**src/iea_map.vh**
```
// Constants for the integer expression datapath
`ifndef IEA_MAP_VH
`define IEA_MAP_VH
`define IEA_W          16
`define IEA_DEPTH      8
`define IEA_OP_W       4
`define IEA_OP_LOAD    4'h0
`define IEA_OP_ADD     4'h1
`define IEA_OP_SUB     4'h2
`define IEA_OP_MUL     4'h3
`define IEA_OP_DIV     4'h4
`define IEA_OP_AND     4'h5
`define IEA_OP_OR      4'h6
`define IEA_OP_XOR     4'h7
`define IEA_OP_OPEN    4'h8
`define IEA_OP_CLOSE   4'h9
`define IEA_OP_RESULT  4'ha
`define IEA_OP_SDEC    4'hb
`define IEA_UN_NONE    3'h0
`define IEA_UN_NEG     3'h1
`define IEA_UN_NOT     3'h2
`define IEA_UN_SQRT    3'h3
`define IEA_UN_W       3
`define IEA_SQRT_STEPS 8
`endif

```
**src/iea_divider.v**
```verilog
// Restoring unsigned divider, one quotient bit per cycle
`timescale 1ns/10ps
module iea_divider #(
  parameter W = 16
) (
  // Clock and reset
  input  wire         i_clk,
  input  wire         i_rst_n,
  // Request
  input  wire         i_start,
  input  wire [W-1:0] i_num,
  input  wire [W-1:0] i_den,
  // Answer
  output reg          o_done,
  output reg  [W-1:0] o_quot
);
  reg [W-1:0] rem_q;
  reg [W-1:0] num_q;
  reg [W-1:0] den_q;
  reg [4:0]   cnt_q;
  reg         busy_q;
  wire [W:0]  trial = {rem_q, num_q[W-1]};
  wire [W:0]  diff  = trial - {1'b0, den_q};
  always @(posedge i_clk or negedge i_rst_n) begin
    if (!i_rst_n) begin
      rem_q  <= {W{1'b0}};
      num_q  <= {W{1'b0}};
      den_q  <= {W{1'b0}};
      cnt_q  <= 5'h00;
      busy_q <= 1'b0;
      o_done <= 1'b0;
      o_quot <= {W{1'b0}};
    end else begin
      o_done <= 1'b0;
      if (i_start && !busy_q) begin
        rem_q  <= {W{1'b0}};
        num_q  <= i_num;
        den_q  <= i_den;
        cnt_q  <= W[4:0];
        busy_q <= 1'b1;
      end else if (busy_q) begin
        // Fraction is never formed; quotient is truncated
        if (!diff[W]) begin
          rem_q <= diff[W-1:0];
          num_q <= {num_q[W-2:0], 1'b1};
        end else begin
          rem_q <= trial[W-1:0];
          num_q <= {num_q[W-2:0], 1'b0};
        end
        cnt_q <= cnt_q - 5'h01;
        if (cnt_q == 5'h01) begin
          busy_q <= 1'b0;
          o_done <= 1'b1;
          // Divide by zero gives all ones, no trap
          o_quot <= diff[W] ? {num_q[W-2:0], 1'b0} : {num_q[W-2:0], 1'b1};
        end
      end
    end
  end
endmodule

```
**src/iea_alu.v**
```verilog
// Left-to-right integer expression datapath with group stack
// Operation
// - Binary chains run left to right; each result feeds the next step
// - Integer math only; division keeps the truncated whole quotient
// - Groups finish before surrounding work, innermost first
// - Group nesting up to eight levels held in a result stack
// - Unary operator applies to its argument before the binary step
// - All work in 16 bits; narrow operands zero-extended
// - Result for a narrow destination keeps only the low bits
// - Operands are unsigned; division does not handle signed values
// - Negation extends to 16 bits then forms the two's complement
// - Signed decimal formatter reads a zero-extended 16-bit value
// - Every expression, even constant-only, is evaluated at run time
// - Minus is subtraction with two arguments, negation with one
// - Addition wraps modulo 2^16, carry out of bit 15 lost
`timescale 1ns/10ps
`include "iea_map.vh"
module iea_alu #(
  parameter DEPTH = `IEA_DEPTH
) (
  // Clock and reset
  input  wire                  i_ref_clk,
  input  wire                  i_nrst,
  // Operation request from sequencer
  input  wire                  i_req,
  input  wire [`IEA_OP_W-1:0]  i_op,
  input  wire [`IEA_UN_W-1:0]  i_unary,
  input  wire [`IEA_W-1:0]     i_operand,
  input  wire [4:0]            i_src_width,
  input  wire [4:0]            i_dst_width,
  // Answer
  output reg                   o_done,
  output reg  [`IEA_W-1:0]     o_result,
  output reg                   o_sign_neg,
  output reg  [`IEA_W-1:0]     o_sign_mag,
  output reg                   o_error
);
  localparam ST_IDLE = 4'h1;
  localparam ST_SQRT = 4'h2;
  localparam ST_EXEC = 4'h4;
  localparam ST_DIV  = 4'h8;

  reg [1:0]  rst_sync_q;
  wire       rst_n = rst_sync_q[1];
  always @(posedge i_ref_clk or negedge i_nrst) begin
    if (!i_nrst) rst_sync_q <= 2'b00;
    else rst_sync_q <= {rst_sync_q[0], 1'b1};
  end

  reg [3:0]          state_q;
  reg [`IEA_W-1:0]   acc_q;
  reg [`IEA_W-1:0]   arg_q;
  reg [`IEA_OP_W-1:0] op_q;
  reg [4:0]          dstw_q;
  reg [`IEA_W-1:0]   stk_acc [0:DEPTH-1];
  reg [`IEA_OP_W-1:0] stk_op [0:DEPTH-1];
  reg [3:0]          sp_q;
  reg [`IEA_W-1:0]   sq_rem_q;
  reg [`IEA_W-1:0]   sq_root_q;
  reg [`IEA_W-1:0]   sq_bit_q;
  reg [`IEA_OP_W-1:0] pend_q;
  reg                div_start_q;
  wire               div_done;
  wire [`IEA_W-1:0]  div_quot;

  // Zero-extend narrow source operand
  reg [`IEA_W-1:0] ext_op;
  integer k;
  always @* begin
    ext_op = {`IEA_W{1'b0}};
    for (k = 0; k < `IEA_W; k = k + 1)
      if (k < i_src_width || i_src_width == 5'h00) ext_op[k] = i_operand[k];
  end

  // Keep low bits for a narrower destination
  function [`IEA_W-1:0] trunc;
    input [`IEA_W-1:0] v;
    input [4:0]        w;
    integer j;
    begin
      trunc = {`IEA_W{1'b0}};
      for (j = 0; j < `IEA_W; j = j + 1)
        if (j < w || w == 5'h00) trunc[j] = v[j];
    end
  endfunction

  // Unary result before binary use
  reg [`IEA_W-1:0] un_val;
  always @* begin
    case (i_unary)
      `IEA_UN_NEG:  un_val = ~ext_op + 16'h0001; // Full-width negate
      `IEA_UN_NOT:  un_val = ~ext_op;
      default:      un_val = ext_op;
    endcase
  end

  // Binary step: current accumulator is the left operand
  reg [`IEA_W-1:0] bin_val;
  reg [31:0]       prod;
  always @* begin
    prod = acc_q * arg_q;
    case (op_q)
      `IEA_OP_LOAD: bin_val = arg_q;
      `IEA_OP_ADD:  bin_val = acc_q + arg_q; // Carry out dropped
      `IEA_OP_SUB:  bin_val = acc_q - arg_q; // Two-argument minus
      `IEA_OP_MUL:  bin_val = prod[`IEA_W-1:0];
      `IEA_OP_AND:  bin_val = acc_q & arg_q;
      `IEA_OP_OR:   bin_val = acc_q | arg_q;
      `IEA_OP_XOR:  bin_val = acc_q ^ arg_q;
      default:      bin_val = arg_q;
    endcase
  end

  wire [`IEA_W-1:0] sq_try = sq_root_q | sq_bit_q;
  wire stk_full  = (sp_q == DEPTH[3:0]);
  wire stk_empty = (sp_q == 4'h0);

  // Every request is computed here at run time; nothing is folded
  always @(posedge i_ref_clk or negedge rst_n) begin
    if (!rst_n) begin
      state_q     <= ST_IDLE;
      acc_q       <= {`IEA_W{1'b0}};
      arg_q       <= {`IEA_W{1'b0}};
      op_q        <= `IEA_OP_LOAD;
      pend_q      <= `IEA_OP_LOAD;
      dstw_q      <= 5'h00;
      sp_q        <= 4'h0;
      sq_rem_q    <= {`IEA_W{1'b0}};
      sq_root_q   <= {`IEA_W{1'b0}};
      sq_bit_q    <= {`IEA_W{1'b0}};
      div_start_q <= 1'b0;
      o_done      <= 1'b0;
      o_result    <= {`IEA_W{1'b0}};
      o_sign_neg  <= 1'b0;
      o_sign_mag  <= {`IEA_W{1'b0}};
      o_error     <= 1'b0;
    end else begin
      o_done      <= 1'b0;
      div_start_q <= 1'b0;
      case (state_q)
        ST_IDLE: begin
          if (i_req && !o_done) begin // One operation at a time
            op_q   <= i_op;
            dstw_q <= i_dst_width;
            arg_q  <= un_val;
            case (i_op)
              `IEA_OP_OPEN: begin
                // Save left side; group restarts from zero
                o_error <= stk_full;
                if (!stk_full) begin
                  stk_acc[sp_q[2:0]] <= acc_q;
                  stk_op[sp_q[2:0]]  <= i_operand[`IEA_OP_W-1:0];
                  sp_q  <= sp_q + 4'h1;
                  acc_q <= {`IEA_W{1'b0}};
                end
                o_done <= 1'b1;
              end
              `IEA_OP_CLOSE: begin
                // Inner group value becomes right operand outside
                o_error <= stk_empty;
                if (!stk_empty) begin
                  arg_q <= acc_q;
                  acc_q <= stk_acc[sp_q[2:0] - 3'h1];
                  op_q  <= stk_op[sp_q[2:0] - 3'h1];
                  sp_q  <= sp_q - 4'h1;
                  state_q <= ST_EXEC;
                end else begin
                  o_done <= 1'b1;
                end
              end
              `IEA_OP_RESULT: begin
                o_result <= trunc(acc_q, i_dst_width);
                o_error  <= 1'b0;
                o_done   <= 1'b1;
              end
              `IEA_OP_SDEC: begin
                // Formatter sees a zero-extended 16-bit value
                o_sign_neg <= ext_op[`IEA_W-1];
                o_sign_mag <= ext_op[`IEA_W-1] ? (~ext_op + 16'h0001) : ext_op;
                o_result   <= ext_op;
                o_error    <= 1'b0;
                o_done     <= 1'b1;
              end
              default: begin
                o_error <= 1'b0;
                if (i_unary == `IEA_UN_SQRT) begin
                  // Square root first, then the binary step
                  sq_rem_q  <= ext_op;
                  sq_root_q <= {`IEA_W{1'b0}};
                  // Start at the top root bit; the step count sets the root width
                  sq_bit_q  <= 16'h0001 << (`IEA_SQRT_STEPS - 1);
                  state_q   <= ST_SQRT;
                end else begin
                  state_q <= ST_EXEC;
                end
              end
            endcase
          end
        end
        ST_SQRT: begin
          // Bitwise integer root; fractional part dropped
          if (sq_try * sq_try <= {16'h0000, sq_rem_q}) sq_root_q <= sq_try;
          sq_bit_q <= {1'b0, sq_bit_q[`IEA_W-1:1]};
          if (sq_bit_q == 16'h0001) begin
            arg_q   <= (sq_try * sq_try <= {16'h0000, sq_rem_q}) ? sq_try : sq_root_q;
            state_q <= ST_EXEC;
          end
        end
        ST_EXEC: begin
          if (op_q == `IEA_OP_DIV) begin
            div_start_q <= 1'b1;
            state_q     <= ST_DIV;
          end else begin
            acc_q    <= bin_val; // Intermediate result kept for next step
            o_result <= trunc(bin_val, dstw_q);
            o_done   <= 1'b1;
            state_q  <= ST_IDLE;
          end
        end
        ST_DIV: begin
          if (div_done) begin
            acc_q    <= div_quot; // Truncated quotient, unsigned
            o_result <= trunc(div_quot, dstw_q);
            o_done   <= 1'b1;
            state_q  <= ST_IDLE;
          end
        end
        default: state_q <= ST_IDLE;
      endcase
    end
  end

  iea_divider #(
    .W (`IEA_W)
  ) u_div (
    .i_clk   (i_ref_clk),
    .i_rst_n (rst_n),
    .i_start (div_start_q),
    .i_num   (acc_q),
    .i_den   (arg_q),
    .o_done  (div_done),
    .o_quot  (div_quot)
  );
endmodule

```
**config.mk**
```make
export PLATFORM = sky130hd
export DESIGN_NAME = iea_alu
export DESIGN_NICKNAME = d
export VERILOG_FILES = /design/src/iea_divider.v /design/src/iea_alu.v
export VERILOG_INCLUDE_DIRS = /design/src
export SDC_FILE = /design/constraint.sdc
export NUM_CORES = 1
export LEC_CHECK = 0
export ABC_CLOCK_PERIOD_IN_PS = 9300
export BUFFER_PORTS_ARGS = -buffer_cell sky130_fd_sc_hd__buf_2
export CAP_MARGIN = 20
export CORE_ASPECT_RATIO = 1.5
export CORE_MARGIN = 10
export CORE_UTILIZATION = 50
export CTS_BUF_LIST = sky130_fd_sc_hd__clkbuf_8
export DETAILED_ROUTE_END_ITERATION = 16
export GPL_TIMING_DRIVEN = 0
export PLACE_DENSITY = 0.69
export SETUP_SLACK_MARGIN = 0.4
export SYNTH_ARGS = -nofsm -noshare
export SYNTH_HDL_FRONTEND = slang
export SYNTH_SLANG_ARGS = --single-unit
```
**constraint.sdc**
```tcl
create_clock -name i_ref_clk -period 9.3 [get_ports i_ref_clk]
set_input_delay 0.93 -clock i_ref_clk [delete_from_list [all_inputs] [get_ports i_ref_clk]]
set_output_delay 0.93 -clock i_ref_clk [all_outputs]
set_load 0.005 [all_outputs]
```
---- Yosys cells after proc, flatten, opt, wreduce, memory -nomap -nowiden ----
Memory sizes are Yosys's and may differ from the RTL's.
Cells that the tools add are included.
operators by class
  reductions and logical operators ........ 73
  mux-type cells .......................... 134
  equal/unequal tests ..................... 34
  magnitude comparators ................... 49
  shift-type cells ........................ 0
  bitwise gates (word level) .............. 7
  multipliers ............................. 2
  div/mod/pow operators ................... 0
  $add $sub $neg .......................... 8
operators by type and width
  operator               count
  $mux 16                25
  $pmux 16 s2            6
  $lt 4x5->1 const A     24
  $pmux 16 s3            2
  $pmux 16 s6            1
  $mux 1                 82
  $lt 3x5->1 const A     12
  $logic_or 1x1->1       48
  $mux 4                 9
  $le 32x16->1           1
  $mul 16x16->32         1
  $or 16x16->16          2
  $lt 1x5->1 const A     6
  $lt 2x5->1 const A     6
  $eq 4x4->1 const B     6
  $eq 4x3->1 const B     5
  $sub 17x16->17         1
  $add 16x1->16 const B  1
  $add 16x16->16         1
  $and 16x16->16         1
  $eq 16x1->1 const B    1
  $mul 16x16->16         1
  $ne 2x2->1 const B     8
  $not 16->16            1
  34 further kinds       56
word-level totals
  output and inout port bits .............. 35
  memories kept ........................... 2
  register bits ........................... 206
  logic and storage cells ................. 332
  bits in read-only memories .............. 0
  RAM bits ................................ 160
  bits of input ports ..................... 36
  bits in latches ......................... 0
memories
  memory   depth  bits a word  read ports  clocked after Yosys merged registers in  write ports  RTL line      source
  stk_acc  8      16           1           0                                        1            iea_alu.v:55  reg [`IEA_W-1:0] stk_acc [0:DEPTH-1];
  stk_op   8      4            1           0                                        1            iea_alu.v:56  reg [`IEA_OP_W-1:0] stk_op [0:DEPTH-1];

---- Logic depth before layout (Yosys ltp) ----
  depth after elaboration ................. 10
  gate-level depth with buffers ........... 35
  depth with buffers taken out ............ 34

---- Cells and area by module ----
From an unflattened synthesis, not the netlist that was laid out.
unflattened totals
  cell total of the unflattened synthesis .. 2868
  area total of the unflattened synthesis .. 27954.3 µm²
by module, submodules not included
  module       area each (µm²)  cells each  times used  seq. area each (µm²)
  iea_alu      24210.7          2474        1           7783.7
  iea_divider  3743.6           394         1           1776.7

---- Least setup slack after synthesis ----
OpenSTA, ideal clock, no wires.
  path type ............................... register to register
  start ................................... register sq_bit_q[5]
  end ..................................... register arg_q[0]
  cell stages (with the launch flop) ...... 28
  library setup time ...................... 0.092 ns
  data required time ...................... 9.208 ns
  path buffers ............................ 1
  period minus slack after synthesis ...... 7.556 ns
  arrival ................................. 7.464 ns
  path slack .............................. 1.744 ns
  cell sequence ........................... dfrtp_1 -> or2_2 -> o21ai_0 -> fa_1 -> fa_1 -> fa_1 -> inv_1 -> fa_1 -> fa_1 -> inv_1 -> fa_1 -> inv_1 -> ha_1 -> a21oi_1 -> o21ai_0 -> a221o_2 -> xor2_1 -> ha_1 -> nand4_1 -> nor3_1 -> nor4_1 -> a22oi_1 -> or4_1 -> nor4b_2 -> nand4b_1 -> or4_1 -> buf_2 -> o31ai_2
between the ends
  word-level cells in the longest chain between the ends .. 6
  elaborated cells between the ends (all ways) .. 9
  classes of those cells .................. mul (1); order compare (1); eq/ne (2); mux (3); bitwise (1); reduce/logical (1)
RTL lines
  element                 RTL line       source
  start, declared         iea_alu.v:60   reg [`IEA_W-1:0] sq_bit_q;
  start signal, assigned  iea_alu.v:130  sq_bit_q <= {`IEA_W{1'b0}};
  start signal, assigned  iea_alu.v:191  sq_bit_q <= 16'h0001 << (`IEA_SQRT_STEPS - 1);
  start signal, assigned  iea_alu.v:203  sq_bit_q <= {1'b0, sq_bit_q[`IEA_W-1:1]};
  $or 16x16->16           iea_alu.v:114  wire [`IEA_W-1:0] sq_try = sq_root_q | sq_bit_q;
  $mul 16x16->32          iea_alu.v:205  arg_q <= (sq_try * sq_try <= {16'h0000, sq_rem_q}) ? sq_try : sq_root_q;
  $le 32x16->1            iea_alu.v:205
  $mux 16                 iea_alu.v:205
  $mux 16                 iea_alu.v:204  if (sq_bit_q == 16'h0001) begin
  $pmux 16 s2             iea_alu.v:140  case (state_q)
  end signal, assigned    iea_alu.v:145  arg_q <= un_val;
  end signal, assigned    iea_alu.v:162  arg_q <= acc_q;
  end signal, assigned    iea_alu.v:205
  end, declared           iea_alu.v:52   reg [`IEA_W-1:0] arg_q;
Parallel ways exist; a longest one is shown, timed or not. The select of a mux whose other input is x is not followed.
A chain may end at the register's enable or synchronous reset.

---- Final worst setup path ----
  start ................................... register acc_q[2]
  end ..................................... register o_result[15]
between the ends
  word-level cells in the longest chain between the ends .. 5
  elaborated cells between the ends (all ways) .. 7
  classes of those cells .................. add/sub (2); mul (1); mux (4)
RTL lines
  element                                 RTL line       source
  start, declared                         iea_alu.v:51   reg [`IEA_W-1:0] acc_q;
  start signal, assigned                  iea_alu.v:122  acc_q <= {`IEA_W{1'b0}};
  start signal, assigned                  iea_alu.v:154  acc_q <= {`IEA_W{1'b0}};
  start signal, assigned                  iea_alu.v:163  acc_q <= stk_acc[sp_q[2:0] - 3'h1];
  $mul 16x16->16 (tied with other cells)  iea_alu.v:101  prod = acc_q * arg_q;
  $pmux 16 s6 (*)                         iea_alu.v:102  case (op_q)
  $mux 1 (*)                              iea_alu.v:83   if (j < w || w == 5'h00) trunc[j] = v[j];
  $mux 16 (*)                             iea_alu.v:210  if (op_q == `IEA_OP_DIV) begin
  $pmux 16 s3 (*)                         iea_alu.v:140
  end signal, assigned                    iea_alu.v:133  o_result <= {`IEA_W{1'b0}};
  end signal, assigned                    iea_alu.v:215  o_result <= trunc(bin_val, dstw_q);
  end signal, assigned                    iea_alu.v:223  o_result <= trunc(div_quot, dstw_q);
  end, declared                           iea_alu.v:33   output reg [`IEA_W-1:0] o_result,
Mark *: on every way between the ends. The rest lies on a longest branch, timed or not. The select of a mux whose other input is x is not followed.

==> flow_summary.json <==
{
  "grt_remaining_overflow": 0,
  "relSlewSlack_pct": 20.4,
  "synth-xor-area-share_pct": 4.12,
  "numPortBuffers": 67,
  "antenna_left": 0,
  "buffer_cell_driving_the_clock_tree_root": "clkbuf_8",
  "grt_first_pass_wirelength_um": 139000,
  "crit_path_max_fanout": 11,
  "cts_htree_levels": 2,
  "worst-endpoint-arrival_ps": 9090,
  "worstRegToRegCells": 22,
  "post_synth.cell_area_avg_um2": 9.68,
  "core-area_mm2": 0.0547,
  "synth_seq_area_share_pct": 34.7,
  "end_kind": "flop",
  "fillers": 4886,
  "routed-via-count": 22100,
  "fp.dieW_um": 212,
  "routedWlPerCell_um": 24.3,
  "worstSetupStartpointType": "flop",
  "clock_sinks": 350,
  "viasPerCell": 5.81,
  "mux_contribution_to_synthesized_area_pct": 5.74,
  "clkTransAtPathRegs_ps": 60,
  "synthArstFlopShare_pct": 54.3,
  "top_level_pins": 71,
  "drt_iter0_markers": 1530,
  "cts_hold_buf": 0,
  "status": "completed",
  "layout-drive-gt1-share_pct": 8.73,
  "synth-simple-area-share_pct": 12.2,
  "fin_crit_ps": 8550,
  "timing.final.crit_share_pct": 91.9,
  "most-common-layout-cells": "inv_1, nand2_1, ha_1, o21ai_0, nor2_1",
  "synth_fa_ha_area_share_pct": 23.7,
  "postSynthCellCount": 2843,
  "die_y_um": 307,
  "postSynth.topFlopCell": "dfrtp_1",
  "combinational_family_with_the_most_area_after_synthesis": "adder cells",
  "totalNegativeSetupSlack_ps": 0,
  "worst-setup-path-type": "flop to flop",
  "tritoncts.num_buffers": 54,
  "core.rowCount": 105,
  "postSynthRegisterBits": 350,
  "antenna_violations_before_repair": 8,
  "start_util_pct": 50.4,
  "post-dp-hpwl_um": 74200,
  "timing.critical_path.required_ps": 9840,
  "regToRegSetupSlack_ps": 750,
  "worst_skew_pair.late_latency_ps": 690,
  "yosys_warns": 0,
  "drtPass1Iterations": 5,
  "timing.final.hold_violations": 0,
  "gpl.final_weighted_congestion": 1.02,
  "worst_slew_pin_slew_ps": 1190,
  "regToRegStartpoint": "acc_q[2]",
  "reg2reg_to": "o_result[15]",
  "drc_errors": 0,
  "routed_wl_um": 92400,
  "globalRouteTotalUtil_pct": 28.7,
  "max_clock_buf_depth": 3,
  "first_global_vias": 23000,
  "mostFrequentLayoutCell": "inv_1",
  "synthesized_area_fraction_occupied_by_ao_oa_aoi_and_oai_cells_pct": 12.5,
  "synth_cell_types": 81,
  "design.final.nets": 3510,
  "netlist_area_mm2": 0.0275,
  "grt_max_degree": 60,
  "floorplan.die_area_mm2": 0.0650,
  "slew_violations": 0,
  "utilization_after_layout_pct": 56.0,
  "drv.max_cap_violation_count": 0,
  "setup_viol_count_final": 0,
  "cts_tree": "done",
  "min-delay-path-class": "input port to async pin",
  "rsz0062_at_grt": "no",
  "area.growth.synth_to_final_pct": 11.3,
  "clock_skew_ps": 66.3,
  "post_synth_edffs": 160,
  "clock.fmax_mhz": 117
}
==> worst max path at each step <==
| stage | start | endpoint | slack [ps] | depth (start not counted) |
|---|---|---|---|---|
| 3_5_place_dp | sq_bit_q[5] | arg_q[0] | 440 | 27 |
| 6_report | acc_q[2] | o_result[15] | 750 | 22 |
| 3_3_place_gp | rst_sync_q[1] | stk_acc[1][10] | -1040 | 4 |
| 5_1_grt | sq_root_q[6] | sq_root_q[3] | 430 | 32 |
| 2_1_floorplan | sq_bit_q[5] | arg_q[0] | 1740 | 27 |
| 4_1_cts | sq_bit_q[5] | sq_root_q[5] | 410 | 27 |
==> flip-flops by register name, summed over array words and instances, names as in the netlist, 2 cells and up <==
name	cells
acc_q	16
arg_q	16
dstw_q	5
o_result	16
o_sign_mag	16
op_q	4
rst_sync_q	2
sp_q	4
sq_bit_q	8
sq_rem_q	16
sq_root_q	8
state_q	4
stk_acc	128
stk_op	32
u_div.cnt_q	5
u_div.den_q	16
u_div.num_q	16
u_div.o_quot	16
u_div.rem_q	16
==> cell usage after synthesis, types with 35 or more instances <==
library cell  instances  area [um^2]
xor2_1               35          307
o21ai_0             230         1150
ha_1                237         2970
clkbuf_1            116          435
mux4_2               40          901
a21oi_1             113          566
edfxtp_1            160         4800
nand2_1             366         1370
dfrtp_1             189         4730
nand3_1              45          225
inv_1               379         1420
mux2i_1              51          510
fa_1                177         3540
nor2_1              200          751
xnor2_1              90          788
==> worst max-delay path, stage by stage, from the launching register on <==
cell	delay [ps]
dfrtp_1	640
clkbuf_1	800
clkinv_1	770
nor2_1	330
fa_1	210
inv_1	60
fa_1	530
inv_1	50
fa_1	480
fa_1	550
inv_1	60
fa_1	520
fa_1	440
xnor2_1	240
xnor2_1	170
xnor2_1	160
xnor2_1	150
xnor3_1	510
a221o_1	290
and3_1	260
o31ai_1	840
a2bb2oi_1	250
a21oi_1	90
==> area by class of cell <==
class / instances / area, um^2 / area share (%)
Antenna cell: 5 / 12.5 / 0.0409
Buffer: 130 / 490 / 1.60
Clock buffer: 65 / 895 / 2.92
Clock inverter: 36 / 274 / 0.895
Inverter: 386 / 1450 / 4.73
Multi-Input combinational cell: 2050 / 16400 / 53.5
Sequential cell: 350 / 9560 / 31.2
Tap cell: 695 / 870 / 2.84
Timing Repair Buffer: 88 / 676 / 2.21
==> what timing repair did <==
action | in CTS | in global routing
setup endpoints to repair | 0 | 8
resized for setup | 0 | 10
setup buffers | 0 | 0
==> cells by family (layout without fill, tap and decap cells) <==
family,Yosys count,in the layout
compound gates,565,565
xor+xnor,127,127
fa+ha+maj,414,414
buf+inv,516,705
flops,350,350
mux,106,106
other cells,2,80
simple gates,763,763
==> stage by stage <==
stage	cells	setup slack (ps)	hold WS [ps]	area, um^2
after global placement	3678	-1040	338	29000
after detailed placement	3697	438	340	29400
after floorplan	2916	1740	331	27800
after CTS	3798	413	3.55	30600
after global routing	3803	426	22.6	30600
final	3805	749	41.8	30600
==> routing by layer <==
metal	routed length (um)	up-vias	track usage, %	part of all wire (%)
met5	63	-	0	0.068
met4	7460	8	20.6	8.1
met3	5030	306	3.84	5.4
met2	48300	824	52.1	52
met1	31600	10900	29.7	34
li1	-	10000	-	-
Power is left out: the tool's default activity adds up to more than one toggle a clock period on the data nets, which glitch-free logic cannot reach.
